--- config.mk ---
export PLATFORM = sky130hd
export DESIGN_NAME = rrsse_core
export DESIGN_NICKNAME = d
export VERILOG_FILES = /design/src/rrsse_pkg.sv /design/src/rrsse_core.sv /design/src/rrsse_file_mem.sv
export VERILOG_INCLUDE_DIRS = /design/src
export SDC_FILE = /design/constraint.sdc
export NUM_CORES = 2
export LEC_CHECK = 0
export ABC_AREA = 1
export BUFFER_PORTS_ARGS = -buffer_cell sky130_fd_sc_hd__buf_4
export CORE_MARGIN = 2
export CORE_UTILIZATION = 53
export DETAILED_ROUTE_END_ITERATION = 16
export GPL_TIMING_DRIVEN = 0
export HOLD_SLACK_MARGIN = 0.1
export PLACE_DENSITY = 0.71
export SLEW_MARGIN = 10
export SYNTH_ARGS = -nofsm -noshare
export SYNTH_HDL_FRONTEND = slang
export SYNTH_SLANG_ARGS = --single-unit
--- constraint.sdc ---
create_clock -name clk_i -period 7 [get_ports clk_i]
set_clock_uncertainty 0.15 [all_clocks]
set_input_delay 0.35 -clock clk_i [delete_from_list [all_inputs] [get_ports clk_i]]
set_output_delay 0.35 -clock clk_i [all_outputs]
set_load 0.05 [all_outputs]
--- src/rrsse_defines.svh ---
/*
 * Offsets, field widths and reset values of the
 * return/rotate/subtract/sleep execution block.
 * Assumes inclusion by bare name from the package and core.
 */
`ifndef RRSSE_DEFINES_SVH
`define RRSSE_DEFINES_SVH

////////////////////////////////////////////////////////////////////////
// Register byte offsets
`define RRSSE_OFF_INSTR     8'h00
`define RRSSE_OFF_ACC       8'h04
`define RRSSE_OFF_STATUS    8'h08
`define RRSSE_OFF_PC        8'h0c
`define RRSSE_OFF_STACK     8'h10
`define RRSSE_OFF_FDATA     8'h14
`define RRSSE_OFF_FADDR     8'h18
`define RRSSE_OFF_WDOG      8'h1c

////////////////////////////////////////////////////////////////////////
// Field widths
`define RRSSE_INSTR_W       12
`define RRSSE_STATUS_W      6
`define RRSSE_FADDR_W       7

////////////////////////////////////////////////////////////////////////
// Reset values
`define RRSSE_ACC_RST       8'h00
`define RRSSE_STATUS_RST    6'h18
`define RRSSE_WDOG_CLR      8'h00

`endif

--- src/rrsse_pkg.sv ---
/*
 * Types of the execution block: operations, states, carriers.
 * Assumes rrsse_defines.svh is on the include path.
 */
`include "rrsse_defines.svh"

package rrsse_pkg;

    typedef enum logic [2:0] {
        OP_NOP         = 3'h0,
        OP_RET_LIT     = 3'h1,
        OP_RETURN      = 3'h2,
        OP_RET_IRQ     = 3'h3,
        OP_ROT_RIGHT   = 3'h4,
        OP_SLEEP       = 3'h5,
        OP_SUB_FILE    = 3'h6,
        OP_SUB_LIT     = 3'h7
    } rrsse_op_t;

    typedef enum logic [2:0] {
        ST_IDLE = 3'h0,
        ST_EXEC = 3'h1,
        ST_RET2 = 3'h2,
        ST_MRD  = 3'h3,
        ST_ACK  = 3'h4
    } rrsse_state_t;

    typedef enum logic [3:0] {
        RG_INSTR  = 4'h0,
        RG_ACC    = 4'h1,
        RG_STATUS = 4'h2,
        RG_PC     = 4'h3,
        RG_STACK  = 4'h4,
        RG_FDATA  = 4'h5,
        RG_FADDR  = 4'h6,
        RG_WDOG   = 4'h7,
        RG_NONE   = 4'hf
    } rrsse_reg_t;

    // Instruction word as written by software
    typedef struct packed {
        rrsse_op_t  op;
        logic       dest;
        logic [7:0] lit;
    } rrsse_instr_t;

    typedef struct packed {
        logic global_irq_enable;
        logic expiry_status_bit;
        logic power_down_status;
        logic nil_result_flag;
        logic nibble_borrow_flag;
        logic borrow_flag;
    } rrsse_status_t;

endpackage
--- src/rrsse_core.sv ---
/*
 * Execution block for return, rotate, subtract and sleep operations,
 * reached over an Avalon-MM slave with waitrequest.
 * Assumes one 200 MHz clock and a master that holds its request
 * until it samples waitrequest low.
 */
// The Avalon-MM slave port and the register addresses were left to the implementer.
`include "rrsse_defines.svh"

// Function
// - Literal return loads accumulator, pops, two cycles
// - Subroutine return pops stack, flags unchanged
// - Rotate right through borrow flag
// - Rotate destination bit picks accumulator or file
// - Sleep clears watchdog counter and prescaler
// - Sleep clears power-down, sets expiry bit
// - File minus accumulator to chosen destination
// - File subtract borrow and nibble borrow flags
// - Literal minus accumulator into accumulator
// - Literal subtract borrow and nibble borrow flags
// - Interrupt return pops, enables interrupts, two cycles
module rrsse_core import rrsse_pkg::*; #(
    parameter int PC_W        = 15,
    parameter int STACK_DEPTH = 16,
    parameter int PRESC_W     = 8
) (
    input  wire logic        clk_i,
    input  wire logic        resetn_i,
    input  wire logic [7:0]  avs_address_i,
    input  wire logic        avs_read_i,
    input  wire logic        avs_write_i,
    input  wire logic [31:0] avs_writedata_i,
    output logic      [31:0] avs_readdata_o,
    output logic             avs_waitrequest_o,
    output logic             sleeping_o,
    output logic             global_irq_enable_o
);

    localparam int SP_W = $clog2(STACK_DEPTH);

    rrsse_state_t  state;
    rrsse_instr_t  instr;
    rrsse_status_t status;
    logic [7:0]    acc;
    logic [PC_W-1:0] pc;
    logic [PC_W-1:0] stack [STACK_DEPTH];
    logic [SP_W-1:0] sp;
    logic [`RRSSE_FADDR_W-1:0] file_addr;
    logic [7:0]    wdog;
    logic [PRESC_W-1:0] presc;
    logic [7:0]    mem_rd_data;
    logic [`RRSSE_FADDR_W-1:0] mem_rd_addr;
    logic [`RRSSE_FADDR_W-1:0] mem_wr_addr;
    logic [7:0]    mem_wr_data;
    logic          mem_wr_en;
    logic [7:0]    operand;
    logic [7:0]    diff;
    logic [7:0]    rot;
    logic [PC_W-1:0] stack_top;
    logic          take;
    rrsse_reg_t    sel;

    ////////////////////////////////////////////////////////////////////
    // Register decode, shared by read and write paths
    function automatic rrsse_reg_t reg_sel(input logic [7:0] a);
        case (a)
            `RRSSE_OFF_INSTR:  reg_sel = RG_INSTR;
            `RRSSE_OFF_ACC:    reg_sel = RG_ACC;
            `RRSSE_OFF_STATUS: reg_sel = RG_STATUS;
            `RRSSE_OFF_PC:     reg_sel = RG_PC;
            `RRSSE_OFF_STACK:  reg_sel = RG_STACK;
            `RRSSE_OFF_FDATA:  reg_sel = RG_FDATA;
            `RRSSE_OFF_FADDR:  reg_sel = RG_FADDR;
            `RRSSE_OFF_WDOG:   reg_sel = RG_WDOG;
            default:           reg_sel = RG_NONE;
        endcase
    endfunction

    assign take      = (state == ST_IDLE) && (avs_read_i || avs_write_i);
    assign sel       = reg_sel(avs_address_i);
    assign stack_top = stack[sp - SP_W'(1)];

    ////////////////////////////////////////////////////////////////////
    // Datapath
    assign operand = (instr.op == OP_SUB_LIT) ? instr.lit : mem_rd_data;
    assign diff    = operand - acc;
    assign rot     = {status.borrow_flag, mem_rd_data[7:1]};

    always_comb
    begin
        mem_rd_addr = file_addr;
        if (take && avs_write_i && sel == RG_INSTR)
        begin
            mem_rd_addr = avs_writedata_i[6:0];
        end
    end

    always_comb
    begin
        mem_wr_en   = 1'b0;
        mem_wr_addr = file_addr;
        mem_wr_data = avs_writedata_i[7:0];
        if (state == ST_EXEC && instr.dest)
        begin
            mem_wr_addr = instr.lit[6:0];
            if (instr.op == OP_ROT_RIGHT)
            begin
                mem_wr_en   = 1'b1;
                mem_wr_data = rot;
            end
            else if (instr.op == OP_SUB_FILE)
            begin
                mem_wr_en   = 1'b1;
                mem_wr_data = diff;
            end
        end
        else if (take && avs_write_i && sel == RG_FDATA)
        begin
            mem_wr_en = 1'b1;
        end
    end

    rrsse_file_mem #(
        .AW (`RRSSE_FADDR_W),
        .DW (8)
    ) u_mem (
        .clk_i     (clk_i),
        .rd_addr_i (mem_rd_addr),
        .wr_en_i   (mem_wr_en),
        .wr_addr_i (mem_wr_addr),
        .wr_data_i (mem_wr_data),
        .rd_data_o (mem_rd_data)
    );

    ////////////////////////////////////////////////////////////////////
    // Sequencer and bus answer
    always_ff @(posedge clk_i)
    begin
        if (!resetn_i)
        begin
            state             <= ST_IDLE;
            avs_waitrequest_o <= 1'b1;
            avs_readdata_o    <= 32'h0000_0000;
            instr             <= '0;
        end
        else
        begin
            case (state)
                ST_IDLE:
                begin
                    if (take && avs_write_i && sel == RG_INSTR)
                    begin
                        instr <= rrsse_instr_t'(avs_writedata_i[11:0]);
                        state <= ST_EXEC;
                    end
                    else if (take && avs_read_i && sel == RG_FDATA)
                    begin
                        state <= ST_MRD;
                    end
                    else if (take)
                    begin
                        avs_waitrequest_o <= 1'b0;
                        state             <= ST_ACK;
                        if (avs_read_i)
                        begin
                            case (sel)
                                RG_INSTR:  avs_readdata_o <= {20'h0_0000, instr};
                                RG_ACC:    avs_readdata_o <= {24'h00_0000, acc};
                                RG_STATUS: avs_readdata_o <= {26'h000_0000, status};
                                RG_PC:     avs_readdata_o <= 32'(pc);
                                RG_STACK:  avs_readdata_o <= 32'(stack_top);
                                RG_FADDR:  avs_readdata_o <= 32'(file_addr);
                                RG_WDOG:   avs_readdata_o <= {24'h00_0000, wdog};
                                default:   avs_readdata_o <= 32'h0000_0000;
                            endcase
                        end
                    end
                end
                ST_EXEC:
                begin
                    if (instr.op == OP_RET_LIT || instr.op == OP_RETURN ||
                        instr.op == OP_RET_IRQ)
                    begin
                        state <= ST_RET2;
                    end
                    else
                    begin
                        avs_waitrequest_o <= 1'b0;
                        state             <= ST_ACK;
                    end
                end
                ST_RET2, ST_MRD:
                begin
                    if (state == ST_MRD)
                    begin
                        avs_readdata_o <= {24'h00_0000, mem_rd_data};
                    end
                    avs_waitrequest_o <= 1'b0;
                    state             <= ST_ACK;
                end
                ST_ACK:
                begin
                    avs_waitrequest_o <= 1'b1;
                    state             <= ST_IDLE;
                end
                default:
                begin
                    avs_waitrequest_o <= 1'b1;
                    state             <= ST_IDLE;
                end
            endcase
        end
    end

    ////////////////////////////////////////////////////////////////////
    // Accumulator
    always_ff @(posedge clk_i)
    begin
        if (!resetn_i)
        begin
            acc <= `RRSSE_ACC_RST;
        end
        else if (take && avs_write_i && sel == RG_ACC)
        begin
            acc <= avs_writedata_i[7:0];
        end
        else if (state == ST_EXEC)
        begin
            case (instr.op)
                OP_RET_LIT:  acc <= instr.lit;
                OP_ROT_RIGHT: acc <= instr.dest ? acc : rot;
                OP_SUB_FILE: acc <= instr.dest ? acc : diff;
                OP_SUB_LIT:  acc <= diff;
                default:     acc <= acc;
            endcase
        end
    end

    ////////////////////////////////////////////////////////////////////
    // Status flags
    always_ff @(posedge clk_i)
    begin
        if (!resetn_i)
        begin
            status <= rrsse_status_t'(`RRSSE_STATUS_RST);
        end
        else if (take && avs_write_i && sel == RG_STATUS)
        begin
            status <= rrsse_status_t'(avs_writedata_i[5:0]);
        end
        else if (state == ST_EXEC)
        begin
            case (instr.op)
                OP_ROT_RIGHT: status.borrow_flag <= mem_rd_data[0];
                OP_SLEEP:
                begin
                    status.power_down_status <= 1'b0;
                    status.expiry_status_bit <= 1'b1;
                end
                OP_SUB_FILE, OP_SUB_LIT:
                begin
                    status.borrow_flag        <= acc <= operand;
                    status.nibble_borrow_flag <= acc[3:0] <= operand[3:0];
                    status.nil_result_flag    <= diff == 8'h00;
                end
                OP_RET_IRQ: status.global_irq_enable <= 1'b1;
                default:    status <= status;
            endcase
        end
    end

    always_ff @(posedge clk_i)
    begin
        if (!resetn_i)
        begin
            global_irq_enable_o <= 1'b0;
            sleeping_o          <= 1'b0;
        end
        else
        begin
            global_irq_enable_o <= status.global_irq_enable;
            if (state == ST_EXEC && instr.op == OP_SLEEP)
            begin
                sleeping_o <= 1'b1;
            end
            else if (take && avs_write_i && sel == RG_INSTR)
            begin
                sleeping_o <= 1'b0;
            end
        end
    end

    ////////////////////////////////////////////////////////////////////
    // Program counter and return stack
    always_ff @(posedge clk_i)
    begin
        if (!resetn_i)
        begin
            pc <= '0;
            sp <= '0;
        end
        else if (take && avs_write_i && sel == RG_PC)
        begin
            pc <= avs_writedata_i[PC_W-1:0];
        end
        else if (take && avs_write_i && sel == RG_STACK)
        begin
            sp <= sp + SP_W'(1);
        end
        else if (state == ST_EXEC && (instr.op == OP_RET_LIT ||
                 instr.op == OP_RETURN || instr.op == OP_RET_IRQ))
        begin
            pc <= stack_top;
            sp <= sp - SP_W'(1);
        end
    end

    always_ff @(posedge clk_i)
    begin
        if (take && avs_write_i && sel == RG_STACK)
        begin
            stack[sp] <= avs_writedata_i[PC_W-1:0];
        end
    end

    always_ff @(posedge clk_i)
    begin
        if (!resetn_i)
        begin
            file_addr <= '0;
        end
        else if (take && avs_write_i && sel == RG_FADDR)
        begin
            file_addr <= avs_writedata_i[6:0];
        end
    end

    ////////////////////////////////////////////////////////////////////
    // Watchdog counter and prescaler
    always_ff @(posedge clk_i)
    begin
        if (!resetn_i)
        begin
            wdog  <= `RRSSE_WDOG_CLR;
            presc <= '0;
        end
        else if (state == ST_EXEC && instr.op == OP_SLEEP)
        begin
            wdog  <= `RRSSE_WDOG_CLR;
            presc <= '0;
        end
        else
        begin
            presc <= presc + PRESC_W'(1);
            if (&presc)
            begin
                wdog <= wdog + 8'h01;
            end
        end
    end
endmodule

--- src/rrsse_file_mem.sv ---
/*
 * File register memory, one read and one write port.
 * Read data is registered: valid one clock after the address.
 */
module rrsse_file_mem #(
    parameter int AW = 7,
    parameter int DW = 8
) (
    input  wire logic          clk_i,
    input  wire logic [AW-1:0] rd_addr_i,
    input  wire logic          wr_en_i,
    input  wire logic [AW-1:0] wr_addr_i,
    input  wire logic [DW-1:0] wr_data_i,
    output logic      [DW-1:0] rd_data_o
);

    logic [DW-1:0] mem [2**AW];

    always_ff @(posedge clk_i)
    begin
        if (wr_en_i)
        begin
            mem[wr_addr_i] <= wr_data_i;
        end
    end

    always_ff @(posedge clk_i)
    begin
        rd_data_o <= mem[rd_addr_i];
    end

endmodule

; Word-level counts from Yosys, hierarchy flattened
; Memories as Yosys holds them, arrays and structs flattened. A register that Yosys moved wholly into a read port is not among the register bits.
; Index checks and enable logic that the tools add are counted.
[classes]
eq_ne = 27
n_addsub = 5
order_cmp = 2
mux = 50
bitwise_logic = 2
reduce_logical = 46
[ops]
columns = op, n
row1 = $mux W32, 5
row2 = $pmux W15 S7, 1
row3 = $mux W8, 8
row4 = $pmux W32 S2, 1
row5 = $mux W15, 3
row6 = $pmux W8 S4, 1
row7 = $reduce_bool A2 Y1, 9
row8 = $add A8 B1 Y8 const B, 2
row9 = $eq A4 B3 Y1 const B, 4
row10 = $mux W1, 15
row11 = $logic_and A1 B1 Y1, 14
row12 = $mux W7, 2
row13 = $ne A2 B2 Y1 const B, 7
row14 = $reduce_and A2 Y1, 7
row15 = $eq A3 B2 Y1 const B, 4
row16 = $eq A3 B3 Y1 const B, 4
row17 = $mux W3, 4
row18 = $mux W4, 3
row19 = $mux W6, 2
row20 = $pmux W3 S3, 1
row21 = $eq A4 B2 Y1 const B, 2
row22 = $le A8 B8 Y1, 1
row23 = $logic_not A8 Y1, 1
row24 = $reduce_and A4 Y1, 2
row25 = 20 further kinds, 29
[totals]
word_cells = 155
register_bits = 106
out_inout_bits = 35
mem_bits_rw = 1264
mem_bits_ro = 128
n_memories = 3
[memory_table]
columns = memory, depth, word_bits, rd, rd_ports_with_merged_regs, write_ports, line
row1 = u_mem.mem, 128, 8, 1, 1, 1, rrsse_file_mem.sv:17  ; logic [DW-1:0] mem [2**AW];
row2 = stack, 16, 15, 1, 0, 1, rrsse_core.sv:46  ; logic [PC_W-1:0] stack [STACK_DEPTH];
row3 = (name not given), 32, 4, 1, 0, 0, rrsse_core.sv:66  ; case (a)

; Longest topological paths before layout
[logic_depth]
word_depth = 9
mapped_depth = 20
mapped_depth_nobuf = 18

; Hierarchy
; From an unflattened synthesis, not the netlist that was laid out.
[unflattened]
hier_cells = 5296
area_unflattened_um2 = 57721.6
[by_module_without_submodules]
columns = mod, instances, cells_each, area_each_um2
row1 = rrsse_file_mem, 1, 3575, 42104.1
row2 = rrsse_core, 1, 1721, 15617.5

; Worst setup path after synthesis
; OpenSTA, ideal clock, no wires.
[synth_path]
kind = register -> register
startpoint = register instr[11] in the netlist's numbering
endpoint = memory u_mem.mem[0][7] (data pin)
slack_ps = -255
path_buffers = 2
arrival_time_ps = 6175
setup_time_ps = 930
stages_incl_launch_ff = 18
required_time_ps = 5920
path_cell_list = dfxtp_1 -> nand2_1 -> clkbuf_1 -> inv_1 -> nand2_1 -> clkbuf_1 -> nand2_1 -> o21ai_0 -> ha_1 -> a21oi_1 -> o21ai_0 -> a21oi_1 -> o21bai_1 -> a21o_1 -> a21oi_1 -> xor2_1 -> nand2_1 -> a2bb2oi_1
[synth_between]
elab_chain_len = 6
[synth_rtl]
columns = item, line
row1 = from (decl), rrsse_core.sv:42  ; rrsse_instr_t instr;
row2 = from (signal assigned), rrsse_core.sv:153  ; instr <= rrsse_instr_t'(avs_writedata_i[11:0]);
row3 = $eq A3 B3 Y1, rrsse_core.sv:85  ; assign operand = (instr.op == OP_SUB_LIT) ? instr.lit : mem_rd_data;
row4 = $mux W8, rrsse_core.sv:85
row5 = $sub A8 B8 Y8, rrsse_core.sv:86  ; assign diff = operand - acc;
row6 = $mux W8, rrsse_core.sv:111  ; else if (instr.op == OP_SUB_FILE)
row7 = $mux W8 *, rrsse_core.sv:106  ; if (instr.op == OP_ROT_RIGHT)
row8 = $mux W8 *, rrsse_core.sv:103  ; if (state == ST_EXEC && instr.dest)
row9 = net mem_wr_data[7], rrsse_core.sv:54  ; logic [7:0] mem_wr_data;
row10 = to (decl), rrsse_file_mem.sv:17
; The timed path passes the listed nets; every way through them passes the cells marked *.

; Worst setup path in the final report
[layout_path]
startpoint = register sp[0]
endpoint = register avs_readdata_o[12]
[layout_between]
elab_chain_len = 8
[layout_rtl]
columns = item, line
row1 = from (decl), rrsse_core.sv:47  ; logic [SP_W-1:0] sp;
row2 = from (signal assigned), rrsse_core.sv:308  ; sp <= sp + SP_W'(1);
row3 = from (signal assigned), rrsse_core.sv:314  ; sp <= sp - SP_W'(1);
row4 = $sub A4 B1 Y4, rrsse_core.sv:81  ; assign stack_top = stack[sp - SP_W'(1)];
row5 = $mem_v2 Z16 W15, -
row6 = $pmux W15 S7, rrsse_core.sv:166  ; case (sel)
row7 = $mux W32, rrsse_core.sv:164  ; if (avs_read_i)
row8 = $mux W32, rrsse_core.sv:160  ; else if (take)
row9 = $mux W32, rrsse_core.sv:156  ; else if (take && avs_read_i && sel == RG_FDATA)
row10 = $mux W32, rrsse_core.sv:151  ; if (take && avs_write_i && sel == RG_INSTR)
row11 = $pmux W32 S2, rrsse_core.sv:148  ; case (state)
row12 = to (signal assigned), rrsse_core.sv:167  ; RG_INSTR: avs_readdata_o <= {20'h0_0000, instr};
row13 = to (signal assigned), rrsse_core.sv:168  ; RG_ACC: avs_readdata_o <= {24'h00_0000, acc};
row14 = to (signal assigned), rrsse_core.sv:169  ; RG_STATUS: avs_readdata_o <= {26'h000_0000, status};
row15 = to (decl), rrsse_core.sv:33  ; output logic [31:0] avs_readdata_o,
; No other way between the ends. The select of a mux whose other input is x is not followed.
; A chain may end at the register's enable or synchronous reset.

==> results.py <==
metrics = {
    "floorplan": {
        "die_area_sq_mm": 0.116,
        "coreArea_sq_mm": 0.112,
        "fp.dieH_um": 341,
        "initial_core_util_pct": 53.4,
        "ios": 79,
        "std_cell_rows": 123,
        "die_x_um": 341,
    },
    "timing": {
        "tightest_slew_ps": 1430,
        "slew_headroom_pct": 4.63,
        "post-route-min-period_ps": 5220,
        "maxSlewViolCount": 0,
        "max_freq_mhz": 192,
        "tns_ps": 0,
        "rsz0062_at_grt": "no",
        "setup-violations-final": 0,
        "setup_slack_ps": 1780,
        "hold_violations": 0,
        "post-route-period-util_pct": 74.6,
    },
    "drt": {
        "vias": 45700,
        "post_drt_wl_per_cell_um": 25.5,
        "drtAntennaViolNets": 0,
        "viasPerCell": 5.87,
        "finalWirelength_um": 198000,
        "drc": 0,
        "first_pass_iters": 7,
        "drtIter0Drc": 7028,
    },
    "cts": {
        "cts-resized-gates": 0,
        "cts_buffers": 144,
        "root_buffer": "clkbuf_16",
        "clk_pin_slew_worst_paths_ps": 60,
        "cts_tree": "yes",
        "clock_sinks": 1361,
        "clock_latency_ps": 780,
        "clock_path_buffers": 3,
        "h-tree-depth": 4,
    },
    "synth": {
        "synth-async-reset-ratio_pct": 0,
        "synth.yosys.seq_area_share_pct": 66.4,
        "yosysWarningCount": 0,
        "synth_top_family_by_area": "simple AND/OR/NAND/NOR gates",
        "synth_top_cell_area_share_pct": 63.2,
        "synth_edf_count": 1264,
        "ys_seq_elements": 1361,
        "yosys.area_share.simple_pct": 19.8,
        "yosysMostFrequentCell": "nand2_1",
        "ys.flop_type": "edfxtp_1",
        "synthAdderAreaFrac_pct": 0.450,
        "ys_types": 57,
        "syn-mean-instance-area_sq_um": 10.2,
        "synth_xor_area_share_pct": 0.175,
        "netlist_area_sq_mm": 0.0601,
        "synth_top_area_cell": "edfxtp_1",
        "synthTopCellsByArea": "edfxtp_1 63%, nand2_1 9.0%, nand3_1 8.2%",
        "synth_compound_area_share_pct": 4.23,
        "yosys-top-cells-count": "1436 x nand2_1, 1264 x edfxtp_1, 995 x inv_1, 981 x nand3_1, 270 x nor2_1",
        "postSynthCellCount": 5894,
        "muxShareOfSynthArea_pct": 0,
    },
    "global_routing": {
        "globalRouteMet1Util_pct": 44.0,
        "antenna_found_initial": 1,
        "grt_max_degree": 43,
        "grtUsageMet3_pct": 8.26,
        "grt_remaining_overflow": 0,
        "grt_pass1_vias": 42800,
        "grt-busiest-layer": "met2",
        "grt_usage_pct": 33.8,
        "grtUsageMet2_pct": 52.1,
        "grt_pass1_wl_um": 284000,
    },
    "power": {
        "ir_drop_v": 0.000239,
        "power.switching_mw": 3.52,
        "fin_total_pwr_mw": 16.6,
        "switching_share_pct": 21.2,
        "power_leakage_nw": 27.8,
        "seqPwrFrac_pct": 53.5,
        "internal-power_mw": 13.1,
        "p_per_area_mw_per_mm2": 243,
        "power_frac_comb_pct": 1.9,
        "power_frac_clock_pct": 44.6,
    },
    "worst_setup_path": {
        "critPathArrivalTime_ps": 5770,
        "cp_slowest_cell": "clkbuf_1",
        "critical_path_required_ps": 7560,
        "critical_path.most_common_cell": "clkbuf_1",
        "critPathTopFamily": "buffers and inverters",
        "critPathMaxStageDelay_ps": 560,
        "crit_type": "reg2reg",
        "cp_max_fo": 12,
        "end_kind": "flip-flop",
        "crit_chain": "clkbuf_1 -> clkinv_1 -> clkbuf_1 -> clkbuf_1 -> ha_1 -> clkbuf_1 -> inv_1 -> clkbuf_1 -> clkbuf_1 -> o21ai_0 -> o22ai_1 -> nor2_1 -> o21ai_0 -> inv_1 -> o22ai_1 -> nand2_1 -> a21oi_1",
        "critPathLaunchType": "flip-flop",
        "crit_buf_inv": 9,
    },
    "cells_and_area": {
        "drive_above_1_share_pct": 9.12,
        "nets": 6241,
        "final_cells": 7791,
        "antenna_cells": 0,
        "fillCellCount": 9035,
        "syn_to_final_growth_pct": 13.7,
    },
    "placed_design": {
        "gp_congestion": 0.974,
        "hpwl_um": 137000,
        "preCtsSetupSlack_ps": 1870,
        "dp.cells": 7507,
        "port_buffers": 44,
    },
    "run_status": {
        "status": "finished, final reports clean",
    },
    "flow_run": {
        "maxCapViolCount": 0,
    },
    "min_path": {
        "hp-class": "in2reg",
    },
}
cell type report:
type	instances	area, sq um	area share (%)
buffer	319	1610	2.36
clock buffer	185	3800	5.56
clock inverter	76	708	1.04
inverter	1003	3770	5.51
multi-input combinational	3227	15000	22.0
sequential	1361	39900	58.4
tap	1500	1880	2.75
timing repair buffer	120	1640	2.39
tightest hold or removal path, cell delays in order:
cell and delay [ps]:
buf_4 110, inv_1 60, nor2_2 70, nand3_4 160
nor2_1 80, o21a_1 180
cells in the final DEF (no fill, tap or decap), types with 14 or more instances in the layout:
cell type and count:
clkbuf_1 114, o221ai_1 14, inv_1 995, ha_1 20, a22oi_1 19, nand2_1 1436
nand3b_1 40, a221oi_1 29, clkbuf_16 145, o211ai_1 26, buf_8 18, a32o_1 16
dfxtp_1 97, nand3_1 981, buf_2 175, buf_4 83, nor2_2 22, o22ai_1 23
clkinv_1 25, o21ai_0 99, buf_16 15, conb_1 17, clkinv_2 26, buf_1 20
edfxtp_1 1264, dlygate4sd3_1 23, nor2_1 253, a21oi_1 130, buf_12 19
final timing paths:
path	start	to	slack, ps	depth (start not counted)
hold reg to reg	presc[0]	presc[0]	300	1
setup / recovery	sp[0]	avs_readdata_o[12]	1780	17
setup reg to reg	sp[0]	avs_readdata_o[12]	1780	17
hold / removal	avs_write_i	instr[3]	140	6
cells by family after synthesis:
| kind of cell | after synthesis |
|---|---|
| AO/OA/AOI/OAI | 407 |
| XOR/XNOR | 12 |
| adder cells (fa/ha/maj) | 21 |
| buffers and inverters | 1322 |
| flip-flops | 1361 |
| other | 1 |
| AND/OR/NAND/NOR | 2770 |
state kept, by name, summed over array words and instances (netlist names):
signal               count
state                    3
presc                    8
avs_readdata_o          15
stack                  240
sleeping_o               1
avs_waitrequest_o        1
u_mem.mem             1024
global_irq_enable_o      1
wdog                     8
instr                   12
u_mem.rd_data_o          8
sp                       4
file_addr                7
status                   5
rot                      1
pc                      15
acc                      8
timing repair:
item,in CTS,in global routing
endpoints found under the hold margin,297,0
hold buffers,23,0
setup buffers,0,0
metrics by stage:
step                cell area (sq um)  util [%]  hold slack, ps
floorplan                       60200         -             268
global placement                62400      55.4             283
detailed placement              63600      56.5             293
CTS                             68300      60.7             114
global route                    68300      60.7             196
finish                          68300      60.7             138
per-layer routing:
layer	up-vias	wire, um
met2	3386	88100
met4	6	12700
met3	717	25800
met1	21500	71600
li1	20100	-
met5	-	95
power groups by stage:
| stage | Combinational, mW | Clock, mW | Sequential, mW |
|---|---|---|---|
| floorplan | 0.101 | 0 | 9.09 |
| global placement | 0.224 | 0 | 9.13 |
| detailed placement | 0.291 | 0 | 9.05 |
| CTS | 0.302 | 7.40 | 8.88 |
| global route | 0.321 | 7.72 | 8.88 |
| finish | 0.309 | 7.41 | 8.88 |
(Power assumes the default switching activity.)
